$ cat config.mk
export PLATFORM = sky130hd
export DESIGN_NAME = egress_vlan_tag_editor
export DESIGN_NICKNAME = d
export VERILOG_FILES = /design/src/rtl/tag_editor_pkg.sv /design/src/rtl/vlan_untag_mem.sv /design/src/rtl/egress_vlan_tag_editor.sv
export SDC_FILE = /design/constraint.sdc
export NUM_CORES = 1
export LEC_CHECK = 0
export ABC_AREA = 1
export BUFFER_PORTS_ARGS = -buffer_cell sky130_fd_sc_hd__clkbuf_2
export CAP_MARGIN = 20
export CORE_MARGIN = 1
export CORE_UTILIZATION = 61
export DETAILED_ROUTE_END_ITERATION = 16
export GPL_ROUTABILITY_DRIVEN = 0
export HOLD_SLACK_MARGIN = 0.05
export PLACE_DENSITY = 0.81
export SLEW_MARGIN = 15
export SYNTH_ARGS = -nofsm -noshare
export SYNTH_HDL_FRONTEND = slang
export SYNTH_SLANG_ARGS = --single-unit
$ cat constraint.sdc
create_clock -name hclk -period 2.5 [get_ports hclk]
set_input_delay 0.125 -clock hclk [delete_from_list [all_inputs] [get_ports hclk]]
set_output_delay 0.125 -clock hclk [all_outputs]
set_load 0.01 [all_outputs]
$ cat src/rtl/tag_editor_pkg.sv
package tag_editor_pkg;

   // Bus register byte offsets
   localparam logic [7:0] OFS_EGRESS_CTRL = 8'h00;
   localparam logic [7:0] OFS_DVID_P0     = 8'h04;
   localparam logic [7:0] OFS_DVID_P1     = 8'h08;
   localparam logic [7:0] OFS_DVID_P2     = 8'h0C;
   localparam logic [7:0] OFS_TOTAL_P0    = 8'h10;
   localparam logic [7:0] OFS_RATE_P0     = 8'h1C;
   localparam logic [7:0] OFS_UNTAG_BASE  = 8'h40;
   localparam logic [7:0] OFS_UNTAG_LAST  = 8'h7C;

   // Sizes
   localparam int NUM_PORTS    = 3;
   localparam int VID_W        = 12;
   localparam int PRIO_W       = 3;
   localparam int TBL_AW       = 4;
   localparam int CNT_W        = 32;
   localparam int CTRL_STRIDE  = 8;

   // Per-port field positions inside egress_tag_control_reg
   localparam int CTL_TYPE_LSB = 0;
   localparam int CTL_INSERT   = 2;
   localparam int CTL_CHG_TAG  = 3;
   localparam int CTL_CHG_VID  = 4;
   localparam int CTL_CHG_PRIO = 5;
   localparam int CTL_SEL_ING  = 6;

   // Default VID and priority register layout
   localparam int DV_VID_LSB   = 0;
   localparam int DV_PRIO_LSB  = 12;

   // Tag control word layout
   localparam int TCI_VID_LSB  = 0;
   localparam int TCI_CFI      = 12;
   localparam int TCI_PRIO_LSB = 13;

   // Reset values and the null VID of a priority tag
   localparam logic [31:0] EGRESS_CTRL_RST = 32'h0000_0000;
   localparam logic [14:0] DVID_RST        = 15'h0001;
   localparam logic [11:0] VID_NONE        = 12'h000;

   // AHB encodings
   localparam logic [1:0]  HTRANS_NONSEQ   = 2'h2;
   localparam logic [1:0]  HRESP_OKAY      = 2'h0;

   typedef enum logic [1:0] {
      CLS_UNTAGGED,
      CLS_PRIO,
      CLS_NORMAL,
      CLS_SPECIAL
   } pkt_class_t;

   typedef enum logic [1:0] {
      PT_DUMB,
      PT_ACCESS,
      PT_HYBRID,
      PT_CPU
   } port_type_t;

   typedef enum logic [2:0] {
      ACT_PASS,
      ACT_INSERT,
      ACT_REMOVE,
      ACT_MODIFY,
      ACT_STRIP_SPECIAL,
      ACT_ADD_SPECIAL
   } tag_action_t;

endpackage

$ cat src/rtl/vlan_untag_mem.sv
`timescale 1ns/1ns
module vlan_untag_mem (
   // Clock and reset
   input  wire logic        hclk,
   input  wire logic        hresetn,
   // Write port
   input  wire logic        wr_en,
   input  wire logic [3:0]  wr_addr,
   input  wire logic [2:0]  wr_data,
   // Read port for the edit path
   input  wire logic [3:0]  rd_a_addr,
   output logic      [2:0]  rd_a_data,
   // Read port for the bus
   input  wire logic [3:0]  rd_b_addr,
   output logic      [2:0]  rd_b_data
);

   logic [2:0] mem [16];

   // No reset on the array; software loads it before use
   always_ff @(posedge hclk) begin
      if (wr_en) begin
         mem[wr_addr] <= wr_data;
      end
   end

   always_ff @(posedge hclk or negedge hresetn) begin
      if (!hresetn) begin
         rd_a_data <= 3'h0;
         rd_b_data <= 3'h0;
      end else begin
         rd_a_data <= mem[rd_a_addr];
         rd_b_data <= mem[rd_b_addr];
      end
   end

endmodule

$ cat src/rtl/egress_vlan_tag_editor.sv
// Functional notes
// RULE_01: Each packet is classed untagged, priority, normal or special.
// RULE_02: Each egress port has a type: dumb, access, hybrid or CPU.
// RULE_03: Dumb port passes untagged, priority and normal packets unchanged.
// RULE_04: Dumb, access and hybrid ports strip the CPU special tag.
// RULE_05: Access port passes untagged packets unchanged.
// RULE_06: Access port removes priority or normal tags.
// RULE_07: CPU port sends packets with the special tag.
// RULE_08: Un-tag bits come from entry of packet VID or ingress default.
// RULE_09: Hybrid inserts tag if insert set and default-VID un-tag bit clear.
// RULE_10: Inserted VID and priority come from ingress or egress per select.
// RULE_11: Hybrid priority-tagged: remove if un-tag bit set, else modify.
// RULE_12: Priority tag modify sets VID; priority only with change-priority.
// RULE_13: Hybrid normal-tagged: remove when own-VID un-tag bit set.
// RULE_14: Normal tag kept unchanged when change-tag is clear.
// RULE_15: Normal tag kept when change-VID and change-priority both clear.
// RULE_16: Normal tag modify with change-VID takes VID from selected default.
// RULE_17: Normal tag modify with change-priority takes priority likewise.
// RULE_18: Default VID and priority held per port, software writable.
// RULE_19: Per ingress port total drop count, buffer plus rate drops.
// RULE_20: Per ingress port separate count of rate-limit drops only.
// RULE_21: A rate drop increments both counters of its port.
// RULE_22: Any tag insert, removal or change requests FCS recomputation.
`timescale 1ns/1ns
module egress_vlan_tag_editor (
   // Clock and reset
   input  wire logic                      hclk,
   input  wire logic                      hresetn,
   // AHB-Lite slave
   input  wire logic                      hsel,
   input  wire logic [31:0]               haddr,
   input  wire logic [1:0]                htrans,
   input  wire logic                      hwrite,
   input  wire logic [2:0]                hsize,
   input  wire logic [31:0]               hwdata,
   input  wire logic                      hready,
   output logic      [31:0]               hrdata,
   output logic                           hreadyout,
   output logic      [1:0]                hresp,
   // Edit request from the queue side
   input  wire logic                      req_valid,
   input  wire logic [1:0]                req_egress_port,
   input  wire logic [1:0]                req_ingress_port,
   input  wire logic                      req_has_tag,
   input  wire logic                      req_special,
   input  wire logic [15:0]               req_tci,
   input  wire logic [2:0]                req_ingress_prio,
   // Edit decision toward the transmit MAC
   output logic                           edit_valid,
   output tag_editor_pkg::tag_action_t    edit_action,
   output logic      [15:0]               edit_tci,
   output logic                           edit_fcs_regen,
   // Drop events from ingress
   input  wire logic                      drop_valid,
   input  wire logic [1:0]                drop_port,
   input  wire logic                      drop_by_rate
);

   localparam int NP = tag_editor_pkg::NUM_PORTS;
   localparam int CW = tag_editor_pkg::CNT_W;

   // Configuration state
   logic [31:0] egress_tag_control_reg;
   logic [14:0] dvid_prio_r [NP];
   logic [CW-1:0] total_cnt_r [NP];
   logic [CW-1:0] rate_cnt_r [NP];

   // Bus pipeline
   logic        dph_valid_r;
   logic        dph_write_r;
   logic [7:0]  dph_addr_r;
   logic        rd_wait_r;
   logic        aph_take;
   logic        wr_take;
   logic        tbl_wr;
   logic [2:0]  tbl_b_data;

   assign aph_take = hsel && hready && (htrans == tag_editor_pkg::HTRANS_NONSEQ);
   assign wr_take  = dph_valid_r && dph_write_r;
   assign tbl_wr   = wr_take
                     && dph_addr_r >= tag_editor_pkg::OFS_UNTAG_BASE
                     && dph_addr_r <= tag_editor_pkg::OFS_UNTAG_LAST;

   always_ff @(posedge hclk or negedge hresetn) begin
      if (!hresetn) begin
         dph_valid_r <= 1'b0;
         dph_write_r <= 1'b0;
         dph_addr_r  <= 8'h00;
      end else if (hready) begin
         dph_valid_r <= aph_take;
         dph_write_r <= hwrite;
         dph_addr_r  <= {haddr[7:2], 2'b00};
      end
   end

   // One wait state on reads so hrdata comes from a flop
   always_ff @(posedge hclk or negedge hresetn) begin
      if (!hresetn) begin
         rd_wait_r <= 1'b0;
         hreadyout <= 1'b1;
      end else begin
         rd_wait_r <= aph_take && !hwrite;
         hreadyout <= !(aph_take && !hwrite);
      end
   end

   always_ff @(posedge hclk or negedge hresetn) begin
      if (!hresetn) begin
         hresp <= tag_editor_pkg::HRESP_OKAY;
      end else begin
         hresp <= tag_editor_pkg::HRESP_OKAY;
      end
   end

   // Read mux; unmapped words read zero
   logic [31:0] rd_mux;
   always_comb begin
      rd_mux = 32'h0000_0000;
      unique case (dph_addr_r)
         tag_editor_pkg::OFS_EGRESS_CTRL: rd_mux = egress_tag_control_reg;
         tag_editor_pkg::OFS_DVID_P0:     rd_mux = 32'(dvid_prio_r[0]);
         tag_editor_pkg::OFS_DVID_P1:     rd_mux = 32'(dvid_prio_r[1]);
         tag_editor_pkg::OFS_DVID_P2:     rd_mux = 32'(dvid_prio_r[2]);
         8'h10:                           rd_mux = total_cnt_r[0];
         8'h14:                           rd_mux = total_cnt_r[1];
         8'h18:                           rd_mux = total_cnt_r[2];
         8'h1C:                           rd_mux = rate_cnt_r[0];
         8'h20:                           rd_mux = rate_cnt_r[1];
         8'h24:                           rd_mux = rate_cnt_r[2];
         default: begin
            if (dph_addr_r >= tag_editor_pkg::OFS_UNTAG_BASE
                && dph_addr_r <= tag_editor_pkg::OFS_UNTAG_LAST) begin
               rd_mux = {29'h0000_0000, tbl_b_data};
            end
         end
      endcase
   end

   always_ff @(posedge hclk or negedge hresetn) begin
      if (!hresetn) begin
         hrdata <= 32'h0000_0000;
      end else if (rd_wait_r) begin
         hrdata <= rd_mux;
      end
   end

   // Egress control register; hsize ignored, whole words only
   always_ff @(posedge hclk or negedge hresetn) begin
      if (!hresetn) begin
         egress_tag_control_reg <= tag_editor_pkg::EGRESS_CTRL_RST;
      end else if (wr_take
                   && dph_addr_r == tag_editor_pkg::OFS_EGRESS_CTRL) begin
         egress_tag_control_reg <= hwdata; // see RULE_02
      end
   end

   // Per-port defaults and drop counters
   genvar gp;
   generate
      for (gp = 0; gp < NP; gp++) begin : g_port
         localparam logic [7:0] DV_OFS =
            8'(tag_editor_pkg::OFS_DVID_P0 + 4 * gp);

         always_ff @(posedge hclk or negedge hresetn) begin
            if (!hresetn) begin
               dvid_prio_r[gp] <= tag_editor_pkg::DVID_RST;
            end else if (wr_take && dph_addr_r == DV_OFS) begin
               dvid_prio_r[gp] <= hwdata[14:0]; // see RULE_18
            end
         end

         always_ff @(posedge hclk or negedge hresetn) begin
            if (!hresetn) begin
               total_cnt_r[gp] <= '0;
            end else if (drop_valid && drop_port == 2'(gp)) begin
               total_cnt_r[gp] <= total_cnt_r[gp] + 1'b1; // see RULE_19
            end
         end

         always_ff @(posedge hclk or negedge hresetn) begin
            if (!hresetn) begin
               rate_cnt_r[gp] <= '0;
            end else if (drop_valid && drop_by_rate
                         && drop_port == 2'(gp)) begin
               rate_cnt_r[gp] <= rate_cnt_r[gp] + 1'b1; // see RULE_20, RULE_21
            end
         end
      end
   endgenerate

   // Stage 0: classify and pick the table entry
   tag_editor_pkg::pkt_class_t cls_nxt;
   logic [3:0]  tbl_a_addr;
   logic [11:0] ing_dvid;

   assign ing_dvid = dvid_prio_r[req_ingress_port][11:0];

   always_comb begin
      if (req_special) begin
         cls_nxt = tag_editor_pkg::CLS_SPECIAL; // see RULE_01
      end else if (!req_has_tag) begin
         cls_nxt = tag_editor_pkg::CLS_UNTAGGED;
      end else if (req_tci[11:0] == tag_editor_pkg::VID_NONE) begin
         cls_nxt = tag_editor_pkg::CLS_PRIO;
      end else begin
         cls_nxt = tag_editor_pkg::CLS_NORMAL;
      end
   end

   // Own VID only for normal tags, else the ingress default
   assign tbl_a_addr = (cls_nxt == tag_editor_pkg::CLS_NORMAL)
                       ? req_tci[3:0] : ing_dvid[3:0]; // see RULE_08

   logic [2:0] untag_bits;

   vlan_untag_mem u_untag (
      .hclk      (hclk),
      .hresetn   (hresetn),
      .wr_en     (tbl_wr),
      .wr_addr   (dph_addr_r[5:2]),
      .wr_data   (hwdata[2:0]),
      .rd_a_addr (tbl_a_addr),
      .rd_a_data (untag_bits),
      .rd_b_addr (haddr[5:2]),
      .rd_b_data (tbl_b_data)
   );

   // Stage 1: hold the request while the table answers
   logic                       s1_valid_r;
   tag_editor_pkg::pkt_class_t s1_cls_r;
   logic [1:0]                 s1_eg_r;
   logic [11:0]                s1_ing_vid_r;
   logic [15:0]                s1_tci_r;
   logic [2:0]                 s1_ing_prio_r;

   always_ff @(posedge hclk or negedge hresetn) begin
      if (!hresetn) begin
         s1_valid_r    <= 1'b0;
         s1_cls_r      <= tag_editor_pkg::CLS_UNTAGGED;
         s1_eg_r       <= 2'h0;
         s1_ing_vid_r  <= 12'h000;
         s1_tci_r      <= 16'h0000;
         s1_ing_prio_r <= 3'h0;
      end else begin
         s1_valid_r <= req_valid;
         if (req_valid) begin
            s1_cls_r      <= cls_nxt;
            s1_eg_r       <= req_egress_port;
            s1_ing_vid_r  <= ing_dvid;
            s1_tci_r      <= req_tci;
            s1_ing_prio_r <= req_ingress_prio;
         end
      end
   end

   // Stage 1 decision
   logic [7:0]  ctl;
   tag_editor_pkg::port_type_t ptype;
   logic        untag;
   logic [11:0] sel_vid;
   logic [2:0]  sel_prio;
   logic [14:0] eg_dv;
   tag_editor_pkg::tag_action_t act_nxt;
   logic [15:0] tci_nxt;

   assign ctl   = egress_tag_control_reg[s1_eg_r * tag_editor_pkg::CTRL_STRIDE
                                         +: tag_editor_pkg::CTRL_STRIDE];
   assign ptype = tag_editor_pkg::port_type_t'(
                     ctl[tag_editor_pkg::CTL_TYPE_LSB +: 2]);
   assign untag = untag_bits[s1_eg_r];
   assign eg_dv = dvid_prio_r[s1_eg_r];

   // Select bit picks ingress or egress source
   assign sel_vid  = ctl[tag_editor_pkg::CTL_SEL_ING]
                     ? s1_ing_vid_r : eg_dv[11:0]; // see RULE_10
   assign sel_prio = ctl[tag_editor_pkg::CTL_SEL_ING]
                     ? s1_ing_prio_r : eg_dv[14:12];

   always_comb begin
      act_nxt = tag_editor_pkg::ACT_PASS;
      tci_nxt = s1_tci_r;
      if (ptype == tag_editor_pkg::PT_CPU) begin
         act_nxt = tag_editor_pkg::ACT_ADD_SPECIAL; // see RULE_07
      end else if (s1_cls_r == tag_editor_pkg::CLS_SPECIAL) begin
         act_nxt = tag_editor_pkg::ACT_STRIP_SPECIAL; // see RULE_04
      end else begin
         unique case (ptype)
            tag_editor_pkg::PT_DUMB: begin
               act_nxt = tag_editor_pkg::ACT_PASS; // see RULE_03
            end
            tag_editor_pkg::PT_ACCESS: begin
               if (s1_cls_r == tag_editor_pkg::CLS_UNTAGGED) begin
                  act_nxt = tag_editor_pkg::ACT_PASS; // see RULE_05
               end else begin
                  act_nxt = tag_editor_pkg::ACT_REMOVE; // see RULE_06
               end
            end
            tag_editor_pkg::PT_HYBRID: begin
               unique case (s1_cls_r)
                  tag_editor_pkg::CLS_UNTAGGED: begin
                     if (ctl[tag_editor_pkg::CTL_INSERT] && !untag) begin
                        act_nxt = tag_editor_pkg::ACT_INSERT; // see RULE_09
                        tci_nxt = {sel_prio, 1'b0, sel_vid}; // see RULE_10
                     end
                  end
                  tag_editor_pkg::CLS_PRIO: begin
                     if (untag) begin
                        act_nxt = tag_editor_pkg::ACT_REMOVE; // see RULE_11
                     end else begin
                        act_nxt = tag_editor_pkg::ACT_MODIFY;
                        tci_nxt[11:0] = sel_vid; // see RULE_12
                        if (ctl[tag_editor_pkg::CTL_CHG_PRIO]) begin
                           tci_nxt[15:13] = sel_prio;
                        end
                     end
                  end
                  default: begin
                     if (untag) begin
                        act_nxt = tag_editor_pkg::ACT_REMOVE; // see RULE_13
                     end else if (!ctl[tag_editor_pkg::CTL_CHG_TAG]) begin
                        act_nxt = tag_editor_pkg::ACT_PASS; // see RULE_14
                     end else if (!ctl[tag_editor_pkg::CTL_CHG_VID]
                                  && !ctl[tag_editor_pkg::CTL_CHG_PRIO]) begin
                        act_nxt = tag_editor_pkg::ACT_PASS; // see RULE_15
                     end else begin
                        act_nxt = tag_editor_pkg::ACT_MODIFY;
                        if (ctl[tag_editor_pkg::CTL_CHG_VID]) begin
                           tci_nxt[11:0] = sel_vid; // see RULE_16
                        end
                        if (ctl[tag_editor_pkg::CTL_CHG_PRIO]) begin
                           tci_nxt[15:13] = sel_prio; // see RULE_17
                        end
                     end
                  end
               endcase
            end
            default: begin
               act_nxt = tag_editor_pkg::ACT_ADD_SPECIAL;
            end
         endcase
      end
   end

   // Stage 2: registered decision
   always_ff @(posedge hclk or negedge hresetn) begin
      if (!hresetn) begin
         edit_valid     <= 1'b0;
         edit_action    <= tag_editor_pkg::ACT_PASS;
         edit_tci       <= 16'h0000;
         edit_fcs_regen <= 1'b0;
      end else begin
         edit_valid <= s1_valid_r;
         if (s1_valid_r) begin
            edit_action    <= act_nxt;
            edit_tci       <= tci_nxt;
            edit_fcs_regen <= act_nxt
                              != tag_editor_pkg::ACT_PASS; // see RULE_22
         end
      end
   end

endmodule

==> results.py, run 1 <==
metrics = {
    "route": {
        "post-route-drc-count": 0,
        "drt_first_iter_violations": 2972,
        "wire_per_inst_um": 20.0,
        "postRouteAntennaNets": 0,
        "drt-total-wl_um": 64900,
        "firstDrtPassIters": 9,
        "detail_route.vias_per_cell": 6.09,
        "routed-via-count": 19800,
    },
    "floorplanning": {
        "placement_rows": 68,
        "initial_core_util_pct": 62.5,
        "die-area_mm2": 0.0365,
        "die_width_um": 191,
        "placeableCoreArea_mm2": 0.0349,
        "die_span_in_y_um": 191,
        "io_pins": 160,
    },
    "pwr": {
        "power.sequential.fraction_pct": 46.3,
        "intPower_w": 0.0126,
        "power.clock.fraction_pct": 39.7,
        "p_leak_nw": 12.7,
        "p_sw_share_pct": 28.4,
        "comb_power_share_pct": 14.0,
        "ir_drop_mv": 0.675,
        "power_density_mw_per_mm2": 693,
        "net-switching-power_w": 0.00501,
    },
    "place": {
        "dp.cells": 3086,
        "post-place-ws_ps": 280,
        "placement.io_buffers": 128,
        "dp_hpwl_um": 45300,
    },
    "cells_and_area": {
        "fillerInstances": 2431,
        "final_core_utilization_pct": 72.9,
        "final_cell_mix": "sky130_fd_sc_hd__nand2_1, sky130_fd_sc_hd__dfrtp_1, sky130_fd_sc_hd__inv_1, sky130_fd_sc_hd__o21ai_0, sky130_fd_sc_hd__nor2_1",
        "flow.area_growth_from_synthesis_pct": 16.7,
        "mostFrequentLayoutCell": "sky130_fd_sc_hd__nand2_1",
        "drive_gt1_share_pct": 13.1,
        "largest_registers": "rate_cnt_r (96), total_cnt_r (96), u_untag.mem (48)",
        "final-instance-count-excl-fill": 3246,
        "finalNetCount": 2867,
    },
    "yosys": {
        "fraction_of_the_yosys_area_taken_by_sequential_cells_pct": 49.6,
        "synthesis.instances": 2541,
        "library_cell_occupying_the_most_area_in_the_post_synthesis_netlist": "sky130_fd_sc_hd__dfrtp_1",
        "netlist_area_pre_place_mm2": 0.0218,
        "ys_top_cells_by_area": "sky130_fd_sc_hd__dfrtp_1, sky130_fd_sc_hd__nand2_1, sky130_fd_sc_hd__edfxtp_1",
        "synthFlopType": "sky130_fd_sc_hd__dfrtp_1",
        "synthArstFlopShare_pct": 88.6,
        "ys_seq_elements": 422,
        "synthDominantCellAreaShare_pct": 42.5,
        "synth.lib_cells_used.distinct": 55,
        "synth-warning-count": 0,
        "synth_edf_count": 48,
        "syn_area_per_cell_um2": 8.58,
    },
    "setup_path": {
        "critPathArrivalTime_ps": 2830,
        "setup.worst_path.start_class": "flip-flop",
        "worstSetupEndpointType": "flip-flop",
        "path_max_fanout": 13,
        "critical_path_required_ps": 2990,
        "worst-setup-path-type": "flip-flop to flip-flop",
    },
    "grt": {
        "grt_antenna_before_repair": 1,
        "vias_in_the_first_global_route": 19200,
        "grt_overflow": 0,
        "maximum_number_of_pins_on_one_net_before_global_route_repair": 80,
        "gr-usage-all-layers_pct": 36.4,
        "grt_pass1_wl_um": 103000,
    },
    "clocking": {
        "clkSinkCount": 422,
        "clock_tree.buffer_depth": 3,
        "clk_pin_slew_ps": 60,
        "insertion_delay_ps": 590,
        "cts-buffers-inserted": 46,
        "ctsHtreeMaxLevel": 2,
        "cts_tree": "built",
        "root_driver": "sky130_fd_sc_hd__clkbuf_16",
        "post_cts_setup_driven_buffer_insertion_count": 0,
    },
    "sta": {
        "fmax_mhz": 427,
        "timing.final.crit_period_ps": 2340,
        "tightestPinTransition_ps": 830,
        "slew_viol_final": 0,
        "setup_slack_ps": 159,
        "setup-tns-final_ps": 0,
        "max-slew-margin-rel_pct": 44.7,
        "timing_hold_violations_final": 0,
        "setup_viol": 0,
        "final.hold.worst_slack_ps": 101,
        "worst_clock_skew_ps": 30.3,
        "ratio_of_final_minimum_period_to_clock_period_pct": 93.6,
        "rsz0062_at_grt": "false",
    },
    "min_path": {
        "worst_hold_path_type": "input port to async pin",
    },
    "job": {
        "reported_max_cap_violation_count": 0,
    },
    "status": {
        "run_status": "complete, no violations",
    },
}
power by group through the flow:
stage / combinational (W) / clock [W] / sequential, W
finish: 0.00247 / 0.00699 / 0.00816
global route: 0.00273 / 0.00730 / 0.00822
CTS: 0.00239 / 0.00702 / 0.00813
detailed placement: 0.00227 / 0 / 0.00824
global placement: 0.00218 / 0 / 0.00820
floorplan: 0.00139 / 0 / 0.00810
cells by family (layout without fill, tap and decap cells):
family	count (synthesis)	after routing	share of synthesized area, %
compound gates	418	418	10.9
xor+xnor	183	183	7.35
fa+ha+maj	6	6	0.344
buf+inv	417	665	7.34
flops	422	422	49.6
mux	24	24	1.22
other cells	1	3	0.0172
simple gates	1070	1070	23.2
final timing paths:
path / start / end / slack [ps] / cells past startpoint
worst max register to register: dph_addr_r[6] / hrdata[0] / 160 / 8
worst max-delay path: dph_addr_r[6] / hrdata[0] / 160 / 8
worst min register to register: total_cnt_r[63] / total_cnt_r[63] / 470 / 1
min in group hclk: haddr[3] / dph_addr_r[3] / 190 / 3
max in group asynchronous: hresetn / dvid_prio_r[15] / 1440 / 3
worst min-delay path: hresetn / hrdata[24] / 100 / 2
worst max-delay path, stage by stage, from the launching register on:
cell	delay [ps]
sky130_fd_sc_hd__dfrtp_1	390
sky130_fd_sc_hd__inv_1	90
sky130_fd_sc_hd__nand2_1	100
sky130_fd_sc_hd__nor3_1	350
sky130_fd_sc_hd__nand2_1	280
sky130_fd_sc_hd__buf_4	270
sky130_fd_sc_hd__o22ai_1	420
sky130_fd_sc_hd__nor4_1	170
sky130_fd_sc_hd__o21ai_1	170
cell usage after synthesis (all sizes together) (6+ instances only):
cell type,number
o21ai,210
nand3b,11
edfxtp,48
o22ai,36
a31oi,24
dfrtp,370
o211ai,12
clkbuf,59
a21oi,71
ha,6
xnor2,31
nor4,24
xor2,152
nand4,64
a211oi,8
a22oi,32
buf,29
inv,326
nor3,63
mux2,20
nor2,188
a221oi,7
nand2,562
nand3,153
per-stage QoR:
step | power, W | area (um^2)
2_1_floorplan | 0.00949 | 21800
3_3_place_gp | 0.0104 | 23100
3_5_place_dp | 0.0105 | 23100
4_1_cts | 0.0175 | 25400
5_1_grt | 0.0182 | 25400
6_report | 0.0176 | 25400
final cells by class:
type                       instances  area [um^2]  share of cell area [%]
inverter                         329         1240                    4.86
tap                              455          569                    2.24
clock buffer                      65         1360                    5.33
multi-input combinational       1703         9400                    36.9
antenna                            1         2.50                 0.00984
clock inverter                    16          189                   0.743
sequential                       422        10800                    42.5
timing repair buffer             255         1870                    7.37
layer usage:
layer | share of wire, % | vias to the layer above | track usage (%) | routed length, um
met3 | 11 | 255 | 8.00 | 7170
li1 | - | 8799 | - | -
met5 | 0 | - | 0 | 0
met2 | 45 | 1289 | 55.9 | 29300
met1 | 39 | 9441 | 49.4 | 25400
met4 | 4.7 | 0 | 16.7 | 3080
timing repair:
action,in CTS,in global routing
hold buffers,78,0
gates resized for setup,0,1
hold endpoints to repair,271,0
setup endpoints to repair,0,1
Power figures use the tool's default switching activity.
==> run 2, diff against run 1 <==
--- a/config.mk
+++ b/config.mk
@@ -7,13 +7,14 @@
 export LEC_CHECK = 0
 export ABC_AREA = 1
 export BUFFER_PORTS_ARGS = -buffer_cell sky130_fd_sc_hd__clkbuf_2
-export CAP_MARGIN = 20
+export CORE_ASPECT_RATIO = 0.9
 export CORE_MARGIN = 1
 export CORE_UTILIZATION = 61
 export DETAILED_ROUTE_END_ITERATION = 16
 export GPL_ROUTABILITY_DRIVEN = 0
 export HOLD_SLACK_MARGIN = 0.05
 export PLACE_DENSITY = 0.81
+export REMOVE_ABC_BUFFERS = 1
 export SLEW_MARGIN = 15
 export SYNTH_ARGS = -nofsm -noshare
 export SYNTH_HDL_FRONTEND = slang
==> run 2 against run 1 <==
Combinational power shrank 2%. Critical path type unchanged. Setup slack lost 56 ps. Maximum frequency shrank 2.3%.
==> results.py, run 2 (synthesized netlist as in run 1, its figures left out) <==
metrics = {
    "place": {
        "dp.cells": 3100,
        "placement.io_buffers": 128,
        "dp_hpwl_um": 44400,
        "post-place-ws_ps": 194,
    },
    "clocking": {
        "insertion_delay_ps": 560,
        "post_cts_setup_driven_buffer_insertion_count": 0,
        "clkSinkCount": 422,
        "clock_tree.buffer_depth": 3,
        "clk_pin_slew_ps": 60,
        "cts_tree": "built",
        "root_driver": "sky130_fd_sc_hd__clkbuf_16",
        "ctsHtreeMaxLevel": 2,
        "cts-buffers-inserted": 43,
    },
    "route": {
        "postRouteAntennaNets": 0,
        "drt_first_iter_violations": 2367,
        "wire_per_inst_um": 19.4,
        "routed-via-count": 19500,
        "firstDrtPassIters": 9,
        "drt-total-wl_um": 63000,
        "detail_route.vias_per_cell": 6.01,
        "post-route-drc-count": 0,
    },
    "grt": {
        "grt_antenna_before_repair": 0,
        "grtUsageMet3_pct": 8.42,
        "grt_pass1_wl_um": 99600,
        "vias_in_the_first_global_route": 18800,
        "gr-usage-all-layers_pct": 34.7,
        "maximum_number_of_pins_on_one_net_before_global_route_repair": 97,
        "use_met1_pct": 47.1,
        "grt.met2_usage_pct": 53.9,
        "grt.busiest_layer": "met2",
        "grt_overflow": 0,
    },
    "setup_path": {
        "setup.worst_path.start_class": "flip-flop",
        "critical-path-max-stage-delay_ps": 400,
        "worst-setup-path-type": "flip-flop to flip-flop",
        "critPathArrivalTime_ps": 2850,
        "path_max_fanout": 12,
        "critical_path.slowest_cell": "sky130_fd_sc_hd__nand2_1",
        "worstSetupEndpointType": "flip-flop",
        "cp_cell_sequence": "inv_1 -> buf_4 -> o21ai_0 -> nand2_1 -> nor2_1 -> nand3_1 -> nand2_1 -> nand3_1 -> a31oi_1",
        "critical_path_required_ps": 2960,
    },
    "cells_and_area": {
        "seqCellArea_mm2": 0.0108,
        "flow.area_growth_from_synthesis_pct": 15.7,
        "multi_input_area_mm2": 0.00940,
        "largest_registers": "rate_cnt_r (96), total_cnt_r (96), u_untag.mem (48)",
        "final-instance-count-excl-fill": 3248,
        "drive_gt1_share_pct": 13.0,
        "mostFrequentLayoutCell": "sky130_fd_sc_hd__nand2_1",
        "fillerInstances": 2523,
        "finalNetCount": 2857,
        "final_cell_mix": "sky130_fd_sc_hd__nand2_1, sky130_fd_sc_hd__dfrtp_1, sky130_fd_sc_hd__inv_1, sky130_fd_sc_hd__o21ai_0, sky130_fd_sc_hd__nor2_1",
        "antenna_cells_inserted": 0,
    },
    "status": {
        "run_status": "complete, no violations",
    },
    "floorplanning": {
        "io_pins": 160,
        "initial_core_util_pct": 62.0,
        "die_width_um": 201,
        "placement_rows": 65,
        "die_span_in_y_um": 181,
        "placeableCoreArea_mm2": 0.0351,
        "die-area_mm2": 0.0365,
    },
    "sta": {
        "fmax_mhz": 417,
        "setup_slack_ps": 104,
        "rsz0062_at_grt": "false",
        "max-slew-margin-rel_pct": 44.0,
        "setup_viol": 0,
        "worst_clock_skew_ps": 15.9,
        "ratio_of_final_minimum_period_to_clock_period_pct": 95.9,
        "tightestPinTransition_ps": 839,
        "timing.final.crit_period_ps": 2400,
        "timing_hold_violations_final": 0,
        "slew_viol_final": 0,
        "final.hold.worst_slack_ps": 79.4,
    },
    "job": {
        "reported_max_cap_violation_count": 0,
    },
    "pwr": {
        "p_leak_nw": 12.6,
        "ir_drop_mv": 0.666,
        "power_density_mw_per_mm2": 675,
    },
    "min_path": {
        "worst_hold_path_type": "input port to flip-flop",
    },
}
## run 2: path summary, 6_finish.rpt
path / depth (start not counted) / endpoint / from / slack (ps)
max: 9 / edit_tci[8] / s1_eg_r[0] / 100
min reg2reg: 2 / s1_tci_r[13] / s1_tci_r[13] / 470
min: 1 / u_untag.mem[4][0] / hwdata[0] / 80
max in group asynchronous: 3 / total_cnt_r[78] / hresetn / 1530
max reg2reg: 9 / edit_tci[8] / s1_eg_r[0] / 100
min in group asynchronous: 2 / hrdata[24] / hresetn / 110
## run 2: power breakdown
group | switching, W | total, W | internal [W] | leakage [nW]
combinational | 0.00155 | 0.00243 | 0.000873 | 7.14
clock | 0.00272 | 0.00646 | 0.00375 | 0.688
sequential | 0.000593 | 0.00814 | 0.00755 | 4.79
## run 2: critical path, delay by kind of cell, from the launching register on
family | cells | cell delay [ps]
AO/OA/AOI/OAI | 2 | 430
AND/OR/NAND/NOR | 5 | 1060
buffers and inverters | 2 | 470
flip-flops | 1 | 340
## run 2: area by class of cell
class / instances / area share (%)
clock buffer: 61 / 4.90
tap: 469 / 2.33
clock inverter: 16 / 0.615
multi-input combinational: 1703 / 37.3
sequential: 422 / 42.9
timing repair buffer: 248 / 7.10
inverter: 329 / 4.92
## run 2: what timing repair did
action	4_1_cts	5_1_grt
resized for setup	0	4
hold endpoints to repair	399	0
setup endpoints to repair	0	10
hold buffers	71	0
## run 2: metrics by stage
stage / setup TNS (ps) / area, um^2 / utilization, % / power, W
5_1_grt: 0 / 25200 / 71.8 / 0.0176
3_5_place_dp: 0 / 23100 / 65.8 / 0.0105
4_1_cts: 0 / 25200 / 71.7 / 0.0169
2_1_floorplan: -3.41 / 21400 / - / 0.00942
3_3_place_gp: 0 / 23100 / 65.8 / 0.0104
6_report: 0 / 25200 / 71.8 / 0.0170
## run 2: per-layer routing
layer  share of wire, %  wire, um
met1                 39     24900
met5                  0         0
met4                4.3      2710
met2                 45     28300
met3                 11      7160
